**config.mk**
```make
export PLATFORM = sky130hd
export DESIGN_NAME = adc_spi_host_flat
export DESIGN_NICKNAME = d
export VERILOG_FILES = /design/src/include/spi_link_pkg.sv /design/src/include/spi_link_if.sv /design/src/logic/adc_spi_host.sv /design/src/flat_wrapper.sv
export SDC_FILE = /design/constraint.sdc
export NUM_CORES = 1
export LEC_CHECK = 0
export BUFFER_PORTS_ARGS = -buffer_cell sky130_fd_sc_hd__buf_2
export CAP_MARGIN = 20
export CORE_MARGIN = 3
export CORE_UTILIZATION = 54
export CTS_BUF_LIST = sky130_fd_sc_hd__clkbuf_4 sky130_fd_sc_hd__clkbuf_8 sky130_fd_sc_hd__clkbuf_16
export CTS_CLUSTER_SIZE = 16
export DETAILED_ROUTE_END_ITERATION = 10
export GPL_TIMING_DRIVEN = 0
export PLACE_DENSITY_LB_ADDON = 0.2
export SYNTH_ARGS = -nofsm -noshare
export SYNTH_HDL_FRONTEND = slang
export SYNTH_SLANG_ARGS = --single-unit
```
**constraint.sdc**
```tcl
create_clock -name hclk -period 5.6 [get_ports hclk]
set_clock_uncertainty 0.1 [all_clocks]
set_input_delay 1.12 -clock hclk [delete_from_list [all_inputs] [get_ports hclk]]
set_output_delay 1.12 -clock hclk [all_outputs]
set_load 0.01 [all_outputs]
```
**src/include/spi_link_pkg.sv**
```systemverilog
// Shared constants of the serial converter link: word layout, protocol codes, host register map.
package spi_link_pkg;

    // ****************************************
    // Serial word and protocol codes
    // ****************************************
    localparam int         WORD_BITS      = 22;
    localparam logic [4:0] WORD_COUNT     = 5'h16;
    localparam int         WORD_MSB       = WORD_BITS - 1;
    localparam logic [1:0] MODE_DEFAULT   = 2'h0;
    localparam logic [1:0] OUT_STANDARD   = 2'h0;
    localparam logic [1:0] OUT_EARLY      = 2'h1;
    localparam logic [1:0] OUT_SOURCE     = 2'h3;
    localparam int         MODE_CPOL      = 1;
    localparam int         MODE_CPHA      = 0;

    // ****************************************
    // Command word fields and device registers
    // ****************************************
    localparam int         CMD_MSB        = 21;
    localparam int         CMD_LSB        = 19;
    localparam int         ADDR_MSB       = 15;
    localparam int         ADDR_LSB       = 8;
    localparam int         DATA_MSB       = 7;
    localparam logic [2:0] CMD_WRITE      = 3'h5;
    localparam logic [7:0] ADDR_IN_CTRL   = 8'h10;
    localparam logic [7:0] ADDR_OUT_CTRL  = 8'h12;
    localparam logic [7:0] IN_CTRL_RESET  = 8'h00;
    localparam logic [7:0] OUT_CTRL_RESET = 8'h00;

    // ****************************************
    // Host register map on the system bus
    // ****************************************
    localparam logic [7:0] REG_CTRL       = 8'h00;
    localparam logic [7:0] REG_TX         = 8'h04;
    localparam logic [7:0] REG_RX         = 8'h08;
    localparam logic [7:0] REG_STATUS     = 8'h0c;
    localparam logic [7:0] REG_FRAME_LEN  = 8'h10;
    localparam int         CTRL_START     = 0;
    localparam int         STAT_BUSY      = 0;
    localparam int         STAT_IN_LSB    = 1;
    localparam int         STAT_OUT_LSB   = 3;
    localparam int         LEN_W          = 5;
    localparam logic [4:0] FRAME_LEN_RESET = 5'h16;
    localparam logic [1:0] HTRANS_NONSEQ  = 2'h2;

    // ****************************************
    // Serial clock timing
    // ****************************************
    localparam int         HCLK_PERIOD_NS   = 50;
    localparam int         SCLK_HALF_NS     = 400;
    localparam int         SCLK_HALF_CYCLES = (SCLK_HALF_NS + HCLK_PERIOD_NS - 1) / HCLK_PERIOD_NS;

endpackage

```
**src/include/spi_link_if.sv**
```systemverilog
// Serial link between the converter end and its host controller.
`timescale 1ns/100ps
`default_nettype none
interface spi_link_if;
    logic cs_n;
    logic sclk;
    logic sdi;
    logic sdo;
    logic ready_strobe_output;

    modport device_end (
        input  cs_n,
        input  sclk,
        input  sdi,
        output sdo,
        output ready_strobe_output
    );

    modport host_end (
        output cs_n,
        output sclk,
        output sdi,
        input  sdo,
        input  ready_strobe_output
    );
endinterface
`default_nettype wire

```
**src/logic/adc_spi_host.sv**
```systemverilog
// Host end of the serial link: bus registers, serial clock divider and frame sequencer.
//
// Register access over AHB-Lite and the register addresses were chosen for this implementation.
`timescale 1ns/100ps
`default_nettype none
module adc_spi_host #(
    parameter int HALF_CYCLES = spi_link_pkg::SCLK_HALF_CYCLES
) (
    // Clock and reset
    input  wire logic            hclk,
    input  wire logic            hresetn,
    // Bus slave
    input  wire logic            hsel,
    input  wire logic [31:0]     haddr,
    input  wire logic [1:0]      htrans,
    input  wire logic            hwrite,
    input  wire logic [2:0]      hsize,
    input  wire logic [31:0]     hwdata,
    input  wire logic            hready,
    output logic                 hreadyout,
    output logic                 hresp,
    output logic [31:0]          hrdata,
    // Link pins
    spi_link_if.host_end         link
);

    typedef enum logic [3:0] {
        ST_IDLE  = 4'b0001,
        ST_LEAD  = 4'b0010,
        ST_CLOCK = 4'b0100,
        ST_TAIL  = 4'b1000
    } seq_state_e;

    localparam logic [7:0] HALF_LAST = 8'(HALF_CYCLES - 1);

    // ****************************************
    // Bus slave
    // ****************************************
    logic        dp_wr_q;
    logic [7:0]  dp_addr_q;
    logic [31:0] hrdata_q;
    logic [21:0] tx_q;
    logic [21:0] rx_q;
    logic [4:0]  len_q;
    logic [1:0]  trk_in_q;
    logic [1:0]  trk_out_q;
    seq_state_e  state_q;

    wire        addr_phase = hsel & (htrans == spi_link_pkg::HTRANS_NONSEQ) & hready;
    wire [7:0]  ap_addr    = haddr[7:0];
    wire        busy       = (state_q != ST_IDLE);
    wire [31:0] status_w   = {27'h0, trk_out_q, trk_in_q, busy};
    wire [31:0] rd_mux     = (ap_addr == spi_link_pkg::REG_TX)        ? {10'h0, tx_q} :
                             (ap_addr == spi_link_pkg::REG_RX)        ? {10'h0, rx_q} :
                             (ap_addr == spi_link_pkg::REG_STATUS)    ? status_w :
                             (ap_addr == spi_link_pkg::REG_FRAME_LEN) ? {27'h0, len_q} : 32'h0;
    wire        wr_tx      = dp_wr_q & (dp_addr_q == spi_link_pkg::REG_TX) & ~busy;
    wire        wr_len     = dp_wr_q & (dp_addr_q == spi_link_pkg::REG_FRAME_LEN) & ~busy;
    // A start while a frame runs is dropped; software polls the busy bit.
    wire        start      = dp_wr_q & (dp_addr_q == spi_link_pkg::REG_CTRL)
                             & hwdata[spi_link_pkg::CTRL_START] & ~busy;

    always_ff @(posedge hclk or negedge hresetn) begin
        if (!hresetn) begin
            dp_wr_q   <= 1'b0;
            dp_addr_q <= 8'h00;
            hrdata_q  <= 32'h0;
        end else begin
            dp_wr_q <= addr_phase & hwrite;
            if (addr_phase) begin
                dp_addr_q <= ap_addr;
                hrdata_q  <= rd_mux;
            end
        end
    end

    always_ff @(posedge hclk or negedge hresetn) begin
        if (!hresetn) begin
            tx_q  <= '0;
            len_q <= spi_link_pkg::FRAME_LEN_RESET;
        end else begin
            if (wr_tx) begin
                tx_q <= hwdata[spi_link_pkg::WORD_MSB:0];
            end
            if (wr_len) begin
                len_q <= hwdata[spi_link_pkg::LEN_W-1:0];
            end
        end
    end

    assign hreadyout = 1'b1;
    assign hresp     = 1'b0;
    assign hrdata    = hrdata_q;

    // ****************************************
    // Frame sequencer
    // ****************************************
    logic        sdo_meta_q;
    logic        sdo_sync_q;
    logic [7:0]  tmr_q;
    logic [5:0]  edge_q;
    logic [1:0]  fr_mode_q;
    logic [21:0] tx_sh_q;
    logic [21:0] rx_sh_q;
    logic        sclk_q;
    logic        cs_n_q;
    logic        sdi_q;

    wire       tick       = (tmr_q == HALF_LAST);
    wire [5:0] last_edge  = {len_q, 1'b0} - 6'h01;
    wire       cpha       = fr_mode_q[spi_link_pkg::MODE_CPHA];
    wire       clk_step   = (state_q == ST_CLOCK) & tick;
    wire       cap_step   = clk_step & (edge_q[0] == cpha);
    wire       lau_step   = clk_step & (edge_q[0] != cpha);
    wire       long_frame = (len_q >= spi_link_pkg::WORD_COUNT);
    wire       sent_write = long_frame & (tx_q[spi_link_pkg::CMD_MSB:spi_link_pkg::CMD_LSB] == spi_link_pkg::CMD_WRITE);
    wire [7:0] sent_addr  = tx_q[spi_link_pkg::ADDR_MSB:spi_link_pkg::ADDR_LSB];
    wire       frame_end  = (state_q == ST_TAIL) & tick;

    always_ff @(posedge hclk or negedge hresetn) begin
        if (!hresetn) begin
            sdo_meta_q <= 1'b0;
            sdo_sync_q <= 1'b0;
        end else begin
            sdo_meta_q <= link.sdo;
            sdo_sync_q <= sdo_meta_q;
        end
    end

    always_ff @(posedge hclk or negedge hresetn) begin
        if (!hresetn) begin
            state_q <= ST_IDLE;
            tmr_q   <= 8'h00;
            edge_q  <= 6'h00;
        end else begin
            tmr_q <= (state_q == ST_IDLE || tick) ? 8'h00 : tmr_q + 8'h01;
            unique case (state_q)
                ST_IDLE: begin
                    if (start) begin
                        state_q <= ST_LEAD;
                    end
                end
                ST_LEAD: begin
                    edge_q <= 6'h00;
                    if (tick) begin
                        state_q <= ST_CLOCK;
                    end
                end
                ST_CLOCK: begin
                    if (tick) begin
                        edge_q <= edge_q + 6'h01;
                        if (edge_q == last_edge) begin
                            state_q <= ST_TAIL;
                        end
                    end
                end
                ST_TAIL: begin
                    if (tick) begin
                        state_q <= ST_IDLE;
                    end
                end
            endcase
        end
    end

    // The host follows its own writes to the converter's select registers, so the
    // frame that changes the protocol still runs on the old one.
    always_ff @(posedge hclk or negedge hresetn) begin
        if (!hresetn) begin
            trk_in_q  <= spi_link_pkg::MODE_DEFAULT;
            trk_out_q <= spi_link_pkg::OUT_STANDARD;
            fr_mode_q <= spi_link_pkg::MODE_DEFAULT;
            rx_q      <= '0;
        end else begin
            if (start) begin
                fr_mode_q <= trk_in_q;
            end
            if (frame_end) begin
                rx_q <= rx_sh_q;
                if (sent_write && sent_addr == spi_link_pkg::ADDR_IN_CTRL) begin
                    trk_in_q <= tx_q[1:0];
                end
                if (sent_write && sent_addr == spi_link_pkg::ADDR_OUT_CTRL) begin
                    trk_out_q <= tx_q[1:0];
                end
            end
        end
    end

    always_ff @(posedge hclk or negedge hresetn) begin
        if (!hresetn) begin
            sclk_q  <= 1'b0;
            cs_n_q  <= 1'b1;
            sdi_q   <= 1'b0;
            tx_sh_q <= '0;
            rx_sh_q <= '0;
        end else if (state_q == ST_IDLE) begin
            sclk_q <= trk_in_q[spi_link_pkg::MODE_CPOL];
            if (start) begin
                cs_n_q <= 1'b0;
                rx_sh_q <= '0;
                if (!trk_in_q[spi_link_pkg::MODE_CPHA]) begin
                    sdi_q   <= tx_q[spi_link_pkg::WORD_MSB];
                    tx_sh_q <= {tx_q[spi_link_pkg::WORD_MSB-1:0], 1'b0};
                end else begin
                    tx_sh_q <= tx_q;
                end
            end
        end else begin
            if (clk_step) begin
                sclk_q <= ~sclk_q;
            end
            if (cap_step) begin
                rx_sh_q <= {rx_sh_q[spi_link_pkg::WORD_MSB-1:0], sdo_sync_q};
            end
            if (lau_step) begin
                sdi_q   <= tx_sh_q[spi_link_pkg::WORD_MSB];
                tx_sh_q <= {tx_sh_q[spi_link_pkg::WORD_MSB-1:0], 1'b0};
            end
            if (frame_end) begin
                cs_n_q <= 1'b1;
                sdi_q  <= 1'b0;
            end
        end
    end

    assign link.cs_n = cs_n_q;
    assign link.sclk = sclk_q;
    assign link.sdi  = sdi_q;

endmodule
`default_nettype wire

```
**src/flat_wrapper.sv**
```systemverilog
// flat-port wrapper written by rule: the top's interface ports become plain ports
module adc_spi_host_flat 
#(
    parameter int HALF_CYCLES = spi_link_pkg::SCLK_HALF_CYCLES
)
  (hclk, hresetn, hsel, haddr, htrans, hwrite, hsize, hwdata, hready, hreadyout, hresp, hrdata, link_cs_n, link_sclk, link_sdi, link_sdo, link_ready_strobe_output);
  spi_link_if link_i ();
  input  wire logic hclk;
  input  wire logic hresetn;
  input  wire logic hsel;
  input  wire logic [31:0] haddr;
  input  wire logic [1:0] htrans;
  input  wire logic hwrite;
  input  wire logic [2:0] hsize;
  input  wire logic [31:0] hwdata;
  input  wire logic hready;
  output logic hreadyout;
  output logic hresp;
  output logic [31:0] hrdata;
  output wire logic [$bits(link_i.cs_n)-1:0] link_cs_n;
  output wire logic [$bits(link_i.sclk)-1:0] link_sclk;
  output wire logic [$bits(link_i.sdi)-1:0] link_sdi;
  input wire logic [$bits(link_i.sdo)-1:0] link_sdo;
  input wire logic [$bits(link_i.ready_strobe_output)-1:0] link_ready_strobe_output;
  assign link_cs_n = link_i.cs_n;
  assign link_sclk = link_i.sclk;
  assign link_sdi = link_i.sdi;
  assign link_i.sdo = link_sdo;
  assign link_i.ready_strobe_output = link_ready_strobe_output;
  adc_spi_host #(.HALF_CYCLES(HALF_CYCLES)) u_core (.hclk(hclk), .hresetn(hresetn), .hsel(hsel), .haddr(haddr), .htrans(htrans), .hwrite(hwrite), .hsize(hsize), .hwdata(hwdata), .hready(hready), .hreadyout(hreadyout), .hresp(hresp), .hrdata(hrdata), .link(link_i));
endmodule
```
==> qor.yml, run 1 <==
place:
  io_buffers: 62
  dp_worst_setup_slack_ns: 2.57
  gp_congestion: 0.846
  dp_hpwl_um: 11000
  dpl_cell_area_sq_um: 7400
  placed_cells: 824
hold_path:
  hp-class: "reg -> reg"
  hold_depth: 0
cts:
  clock_sinks: 152
  ctsHoldBuffers: 0
  htree_levels: 4
  cts_tree: "done"
  numCtsBuffers: 17
  cts_setup_buffers: 0
  cts_resized: 0
  worst_skew_pair.late_latency_ns: 0.42
  clockBufferDepth: 2
  clk_pin_slew_ns: 0.06
  ctsRootBufferMaster: "clkbuf_16"
global_routing:
  grt_pass1_vias: 5005
  grt_start_max_net_pins: 78
  grt_overflow_total: 0
  grt.total_usage_pct: 23.2
  grt_pass1_wl_um: 25400
  antenna_found_initial: 0
synth:
  netlist_area_sq_um: 6810
  syn_inst: 583
  async_flop_share_pct: 100
  synth_top_area_share_pct: 54.0
  synthFlopType: "dfrtp_1"
  synth_cell_types: 50
  synth_top_cell_by_area: "dfrtp_1"
  yosysSeqAreaShare_pct: 55.9
  ys_seq_elements: 152
  avgSynthCellArea_sq_um: 11.7
  synth_edf_count: 0
  synth_warnings: 0
  synth_area_leaders: "dfrtp_1, mux2_2, nor2_1"
sta:
  slew_headroom_pct: 33.4
  holdWs_ns: 0.255
  period_share_pct: 49.7
  fmax_mhz: 359
  setup-violations-final: 0
  final_hold_viol_count: 0
  fin_setup_tns_ns: 0
  min_period_ns: 2.78
  timing.final.ws_setup_ns: 2.82
  worst_pin_slew_ns: 0.986
  slew_viol_final: 0
  rsz0062_at_grt: "false"
layout:
  layout_common_cells: "dfrtp_1, nor2_1, buf_2"
  post-route-util_pct: 66.2
  areaGrowthSynthToFinish_pct: 18.2
  final_common_cell: "dfrtp_1"
  n_antenna_cell: 0
  fin_area_sq_um: 8050
  final_cells: 856
  fin_nets: 755
  layout-drive-gt1-share_pct: 24.1
power_and_ir_drop:
  clkPwrFrac_pct: 43.7
  seqPwrFrac_pct: 45.1
  comb_power_share_pct: 11.2
  p_int_mw: 2.10
  p_switching_mw: 0.730
  total_power_mw: 2.83
  leakage_nw: 3.79
  p_sw_share_pct: 25.8
  ir_worst_vdd_v: 0.000239
  powerDensity_nw_per_um2: 352
route:
  drtIter0Drc: 362
  dr.pass1.iters: 5
  antenna_left: 0
  viasPerCell: 5.72
  wire_per_inst_um: 17.9
  via_count: 4897
  drt_wl_total_um: 15300
  drc_errors: 0
worst_setup_path:
  rr_worst_depth: 6
  cp.arrival_ns: 2.99
  regToRegSetupSlack_ns: 2.82
  critical_path.max_fanout: 10
  path_class: "reg -> reg"
  critical_path_required_ns: 5.81
  endpoint_kind: "register"
  startpoint_type: "register"
outcome:
  status: "finished, final reports clean"
floorplan:
  core_area_sq_um: 12200
  initial_core_util_pct: 56.0
  fp.dieH_um: 118
  die_area_sq_um: 14000
  ios: 113
  die_w_um: 118
  row_count: 40
job:
  drv_cap: 0
==> routing by layer <==
layer  wire length, um  vias up  global-route usage [%]
met1              6690     2427                    30.0
li1                  -     2285                       -
met3               709       43                    5.41
met5                 0        -                       0
met2              7450      142                    37.2
met4               487        0                    10.7
==> area by class of cell <==
cell class | instances | area [sq um]
Clock inverter | 14 | 206
Clock buffer | 18 | 439
Timing Repair Buffer | 63 | 344
Sequential cell | 152 | 3810
Fill cell | 939 | 4110
Multi-Input combinational cell | 394 | 2790
Tap cell | 168 | 210
Buffer | 44 | 241
Inverter | 3 | 11.3
==> kinds of logic after synthesis <==
group	after synthesis	share of synthesized area, %
buf+inv	47	3.71
flops	152	55.9
xor+xnor	18	2.31
other cells	2	0.110
simple gates	191	13.6
compound gates	93	11.4
mux	76	12.2
fa+ha+maj	4	0.735
==> worst paths after layout <==
kind | from | end
worst max-delay path | u_core.state_q[1]$_DFFE_PN0P_ | u_core.rx_sh_q[13]$_DFFE_PN0P_
worst min-delay path | u_core.sdo_meta_q$_DFF_PN0_ | u_core.sdo_sync_q$_DFF_PN0_
worst max register to register | u_core.state_q[1]$_DFFE_PN0P_ | u_core.rx_sh_q[13]$_DFFE_PN0P_
worst min register to register | u_core.sdo_meta_q$_DFF_PN0_ | u_core.sdo_sync_q$_DFF_PN0_
max in group asynchronous | hresetn | u_core.state_q[0]$_DFFE_PN1P_
min in group asynchronous | hresetn | u_core.tmr_q[2]$_DFF_PN0_
==> power by group through the flow <==
stage               logic (mW)  registers (mW)  clock network (mW)
detailed placement       0.318            1.30                   0
global placement         0.305            1.29                   0
floorplan                0.185            1.29                   0
CTS                      0.321            1.28                1.25
global route             0.364            1.29                1.30
finish                   0.317            1.28                1.24
==> sequential cells by signal, summed over array words and instances, names as in the netlist, 2 cells and up <==
name,cells
u_core.tmr_q,8
u_core.state_q,4
u_core.rx_q,22
u_core.trk_in_q,2
u_core.tx_q,22
u_core.hrdata,22
u_core.tx_sh_q,22
u_core.edge_q,6
u_core.dp_addr_q,8
u_core.trk_out_q,2
u_core.len_q,5
u_core.rx_sh_q,22
==> synth_stat cells (2+ instances only) <==
cell type / count
clkbuf_1: 21
and4_1: 2
dfstp_2: 5
a21oi_1: 5
nand4_1: 5
mux2i_1: 22
nor3_1: 15
nor2_1: 85
buf_2: 7
nand2_1: 43
conb_1: 2
a211oi_1: 2
a221o_1: 21
nor2b_1: 2
a221oi_1: 22
buf_6: 2
nand3b_1: 2
nor4b_2: 2
ha_1: 4
nand3_1: 12
dfrtp_1: 147
mux2_2: 34
xnor2_1: 5
nor4b_1: 2
and3_1: 4
xor2_1: 13
buf_4: 14
nor4b_4: 2
nand2b_1: 2
nor4_1: 3
a2111oi_0: 2
and2_1: 2
inv_1: 3
mux2_1: 20
o21ai_0: 11
a22o_1: 24
==> critical path, cell delays in order, from the launching register on <==
cell	delay, ns
dfrtp_1	0.48
nor4b_2	0.43
nand4_1	0.27
nor2_1	0.57
nor2_1	0.29
clkbuf_1	0.29
a22o_1	0.24
Power figures use the tool's default switching activity.
==> inputs of run 2 (changes only) <==
==> constraint.sdc (replaced) <==
create_clock -name hclk -period 2.7 [get_ports hclk]
set_clock_uncertainty 0.1 [all_clocks]
set_input_delay 0.54 -clock hclk [delete_from_list [all_inputs] [get_ports hclk]]
set_output_delay 0.54 -clock hclk [all_outputs]
set_load 0.01 [all_outputs]
==> qor.yml, run 2 (same netlist as run 1, synthesis figures left out) <==
cts:
  ctsHoldBuffers: 0  # unchanged
  worst_skew_pair.late_latency_ns: 0.42  # about the same
  clock_sinks: 152  # unchanged
  ctsRootBufferMaster: "clkbuf_16"
  clockBufferDepth: 2  # unchanged
  cts_tree: "done"
  numCtsBuffers: 17  # unchanged
  clk_pin_slew_ns: 0.06  # about the same
  htree_levels: 4  # unchanged
  cts_setup_buffers: 0  # unchanged
worst_setup_path:
  critical_path_required_ns: 2.91  # -2.90 ns
  critical_path.max_fanout: 10  # unchanged
  startpoint_type: "register"
  r2r-end: "u_core.rx_sh_q[13]$_DFFE_PN0P_"
  endpoint_kind: "register"
  startpoint: "u_core.state_q[1]$_DFFE_PN0P_"
  critPathBufInv: 1  # unchanged
  rr_startpoint: "u_core.state_q[1]$_DFFE_PN0P_"
  cp.arrival_ns: 2.67  # -0.32 ns
  cp_slowest_cell: "dfrtp_1"
  slowest_delay_ns: 0.49  # -0.08 ns
  rr_worst_depth: 6  # unchanged
  path_cells: "nor4b_2 -> nand4_1 -> nor2_4 -> nor2_1 -> clkbuf_1 -> a22o_1"
  path_class: "reg -> reg"
  regToRegSetupSlack_ns: 0.24  # -2.57 ns
  path_delay_family: "simple AND/OR/NAND/NOR gates"
route:
  dr.pass1.iters: 5  # unchanged
  antenna_left: 0  # unchanged
  wire_per_inst_um: 17.9  # -0.16%
  viasPerCell: 5.72  # about the same
  drtIter0Drc: 398  # +9.9%
  drc_errors: 0  # unchanged
  drt_wl_total_um: 15300  # -0.16%
  via_count: 4899  # +0.041%
floorplan:
  die_area_sq_um: 14000  # unchanged
  fp.dieH_um: 118  # unchanged
  ios: 113  # unchanged
  core_area_sq_um: 12200  # unchanged
  row_count: 40  # unchanged
  initial_core_util_pct: 56.0  # unchanged
  die_w_um: 118  # unchanged
layout:
  final_common_cell: "dfrtp_1"
  n_antenna_cell: 0  # unchanged
  layout-drive-gt1-share_pct: 24.4  # +0.29 points
  fin_nets: 755  # unchanged
  post-route-util_pct: 66.3  # +0.11 points
  layout_common_cells: "dfrtp_1, nor2_1, buf_2"
  areaGrowthSynthToFinish_pct: 18.4
power_and_ir_drop:
  total_power_mw: 5.88  # +110%
  powerDensity_nw_per_um2: 729  # +110%
  ir_worst_vdd_v: 0.000495  # +110%
  leakage_nw: 3.79  # about the same
hold_path:
  hp-class: "in -> async"
global_routing:
  grt_pass1_wl_um: 25400  # unchanged
  grt_start_max_net_pins: 78  # unchanged
  grt.total_usage_pct: 23.2  # unchanged
  grt_pass1_vias: 5005  # unchanged
  grt_overflow_total: 0  # unchanged
  antenna_found_initial: 0  # unchanged
sta:
  slew_viol_final: 0  # unchanged
  setup-violations-final: 0  # unchanged
  period_share_pct: 91.1  # +41 points
  timing.final.ws_setup_ns: 0.241  # -2.57 ns
  fin_setup_tns_ns: 0  # unchanged
  final_hold_viol_count: 0  # unchanged
  rsz0062_at_grt: "false"
  fmax_mhz: 407  # +13%
  slew_headroom_pct: 33.6  # +0.27 points
  min_period_ns: 2.46  # -0.325 ns
  worst_pin_slew_ns: 0.982  # -0.00398 ns
place:
  dp_worst_setup_slack_ns: -0.0492  # -2.62 ns
  dp_hpwl_um: 11000  # unchanged
  gp_congestion: 0.846  # unchanged
  io_buffers: 62  # unchanged
outcome:
  status: "finished, final reports clean"
job:
  drv_cap: 0  # unchanged
[run 2: cell counts in the layout (fill, tap and decap cells not counted)]
Identical to the previous run, type by type.
[run 2: power by group]
group | total, mW | internal (mW) | switching, mW
sequential | 2.65 | 2.47 | 0.184
combinational | 0.659 | 0.296 | 0.363
clock | 2.57 | 1.60 | 0.968
[run 2: what timing repair did]
action | CTS | global route
setup endpoints to repair | 20 | 19
gates resized for setup | 1 | 3
cloned | 0 | 0
[run 2: area by class of cell]
cell class | instances | area (sq um)
fill | 936 | 4100
sequential | 152 | 3810
multi-input combinational | 394 | 2800
clock buffer | 18 | 439
timing repair buffer | 63 | 344
buffer | 44 | 241
tap | 168 | 210
clock inverter | 14 | 206
inverter | 3 | 11.3
[run 2: metal layers]
| layer | share of wire (%) | track usage, % | up-vias | routed length, um |
|---|---|---|---|---|
| met4 | 3.2 | 10.7 | 0 | 495 |
| met1 | 44 | 30.0 | 2416 | 6670 |
| met2 | 48 | 37.2 | 148 | 7320 |
| li1 | - | - | 2295 | - |
| met3 | 5.4 | 5.41 | 40 | 823 |
| met5 | 0 | 0 | - | 0 |
[run 2: per-stage QoR]
step	hold WS (ns)	instances	cell area, sq um
after floorplan	0.144	593	6850
after global placement	0.236	823	7370
after detailed placement	0.244	824	7400
after CTS	0.0562	856	8050
after global routing	0.0821	856	8060
final	0.0331	856	8060
[run 2: worst max path at each step]
stage | end | slack (ns) | depth (start not counted)
finish | u_core.rx_sh_q[13]$_DFFE_PN0P_ | 0.24 | 6
global placement | u_core.rx_sh_q[17]$_DFFE_PN0P_ | -1.05 | 1
detailed placement | u_core.rx_sh_q[21]$_DFFE_PN0P_ | -0.05 | 6
global route | u_core.rx_sh_q[21]$_DFFE_PN0P_ | 0.09 | 6
floorplan | u_core.trk_out_q[0]$_DFFE_PN0P_ | 0.66 | 5
CTS | u_core.rx_sh_q[13]$_DFFE_PN0P_ | 0.13 | 6
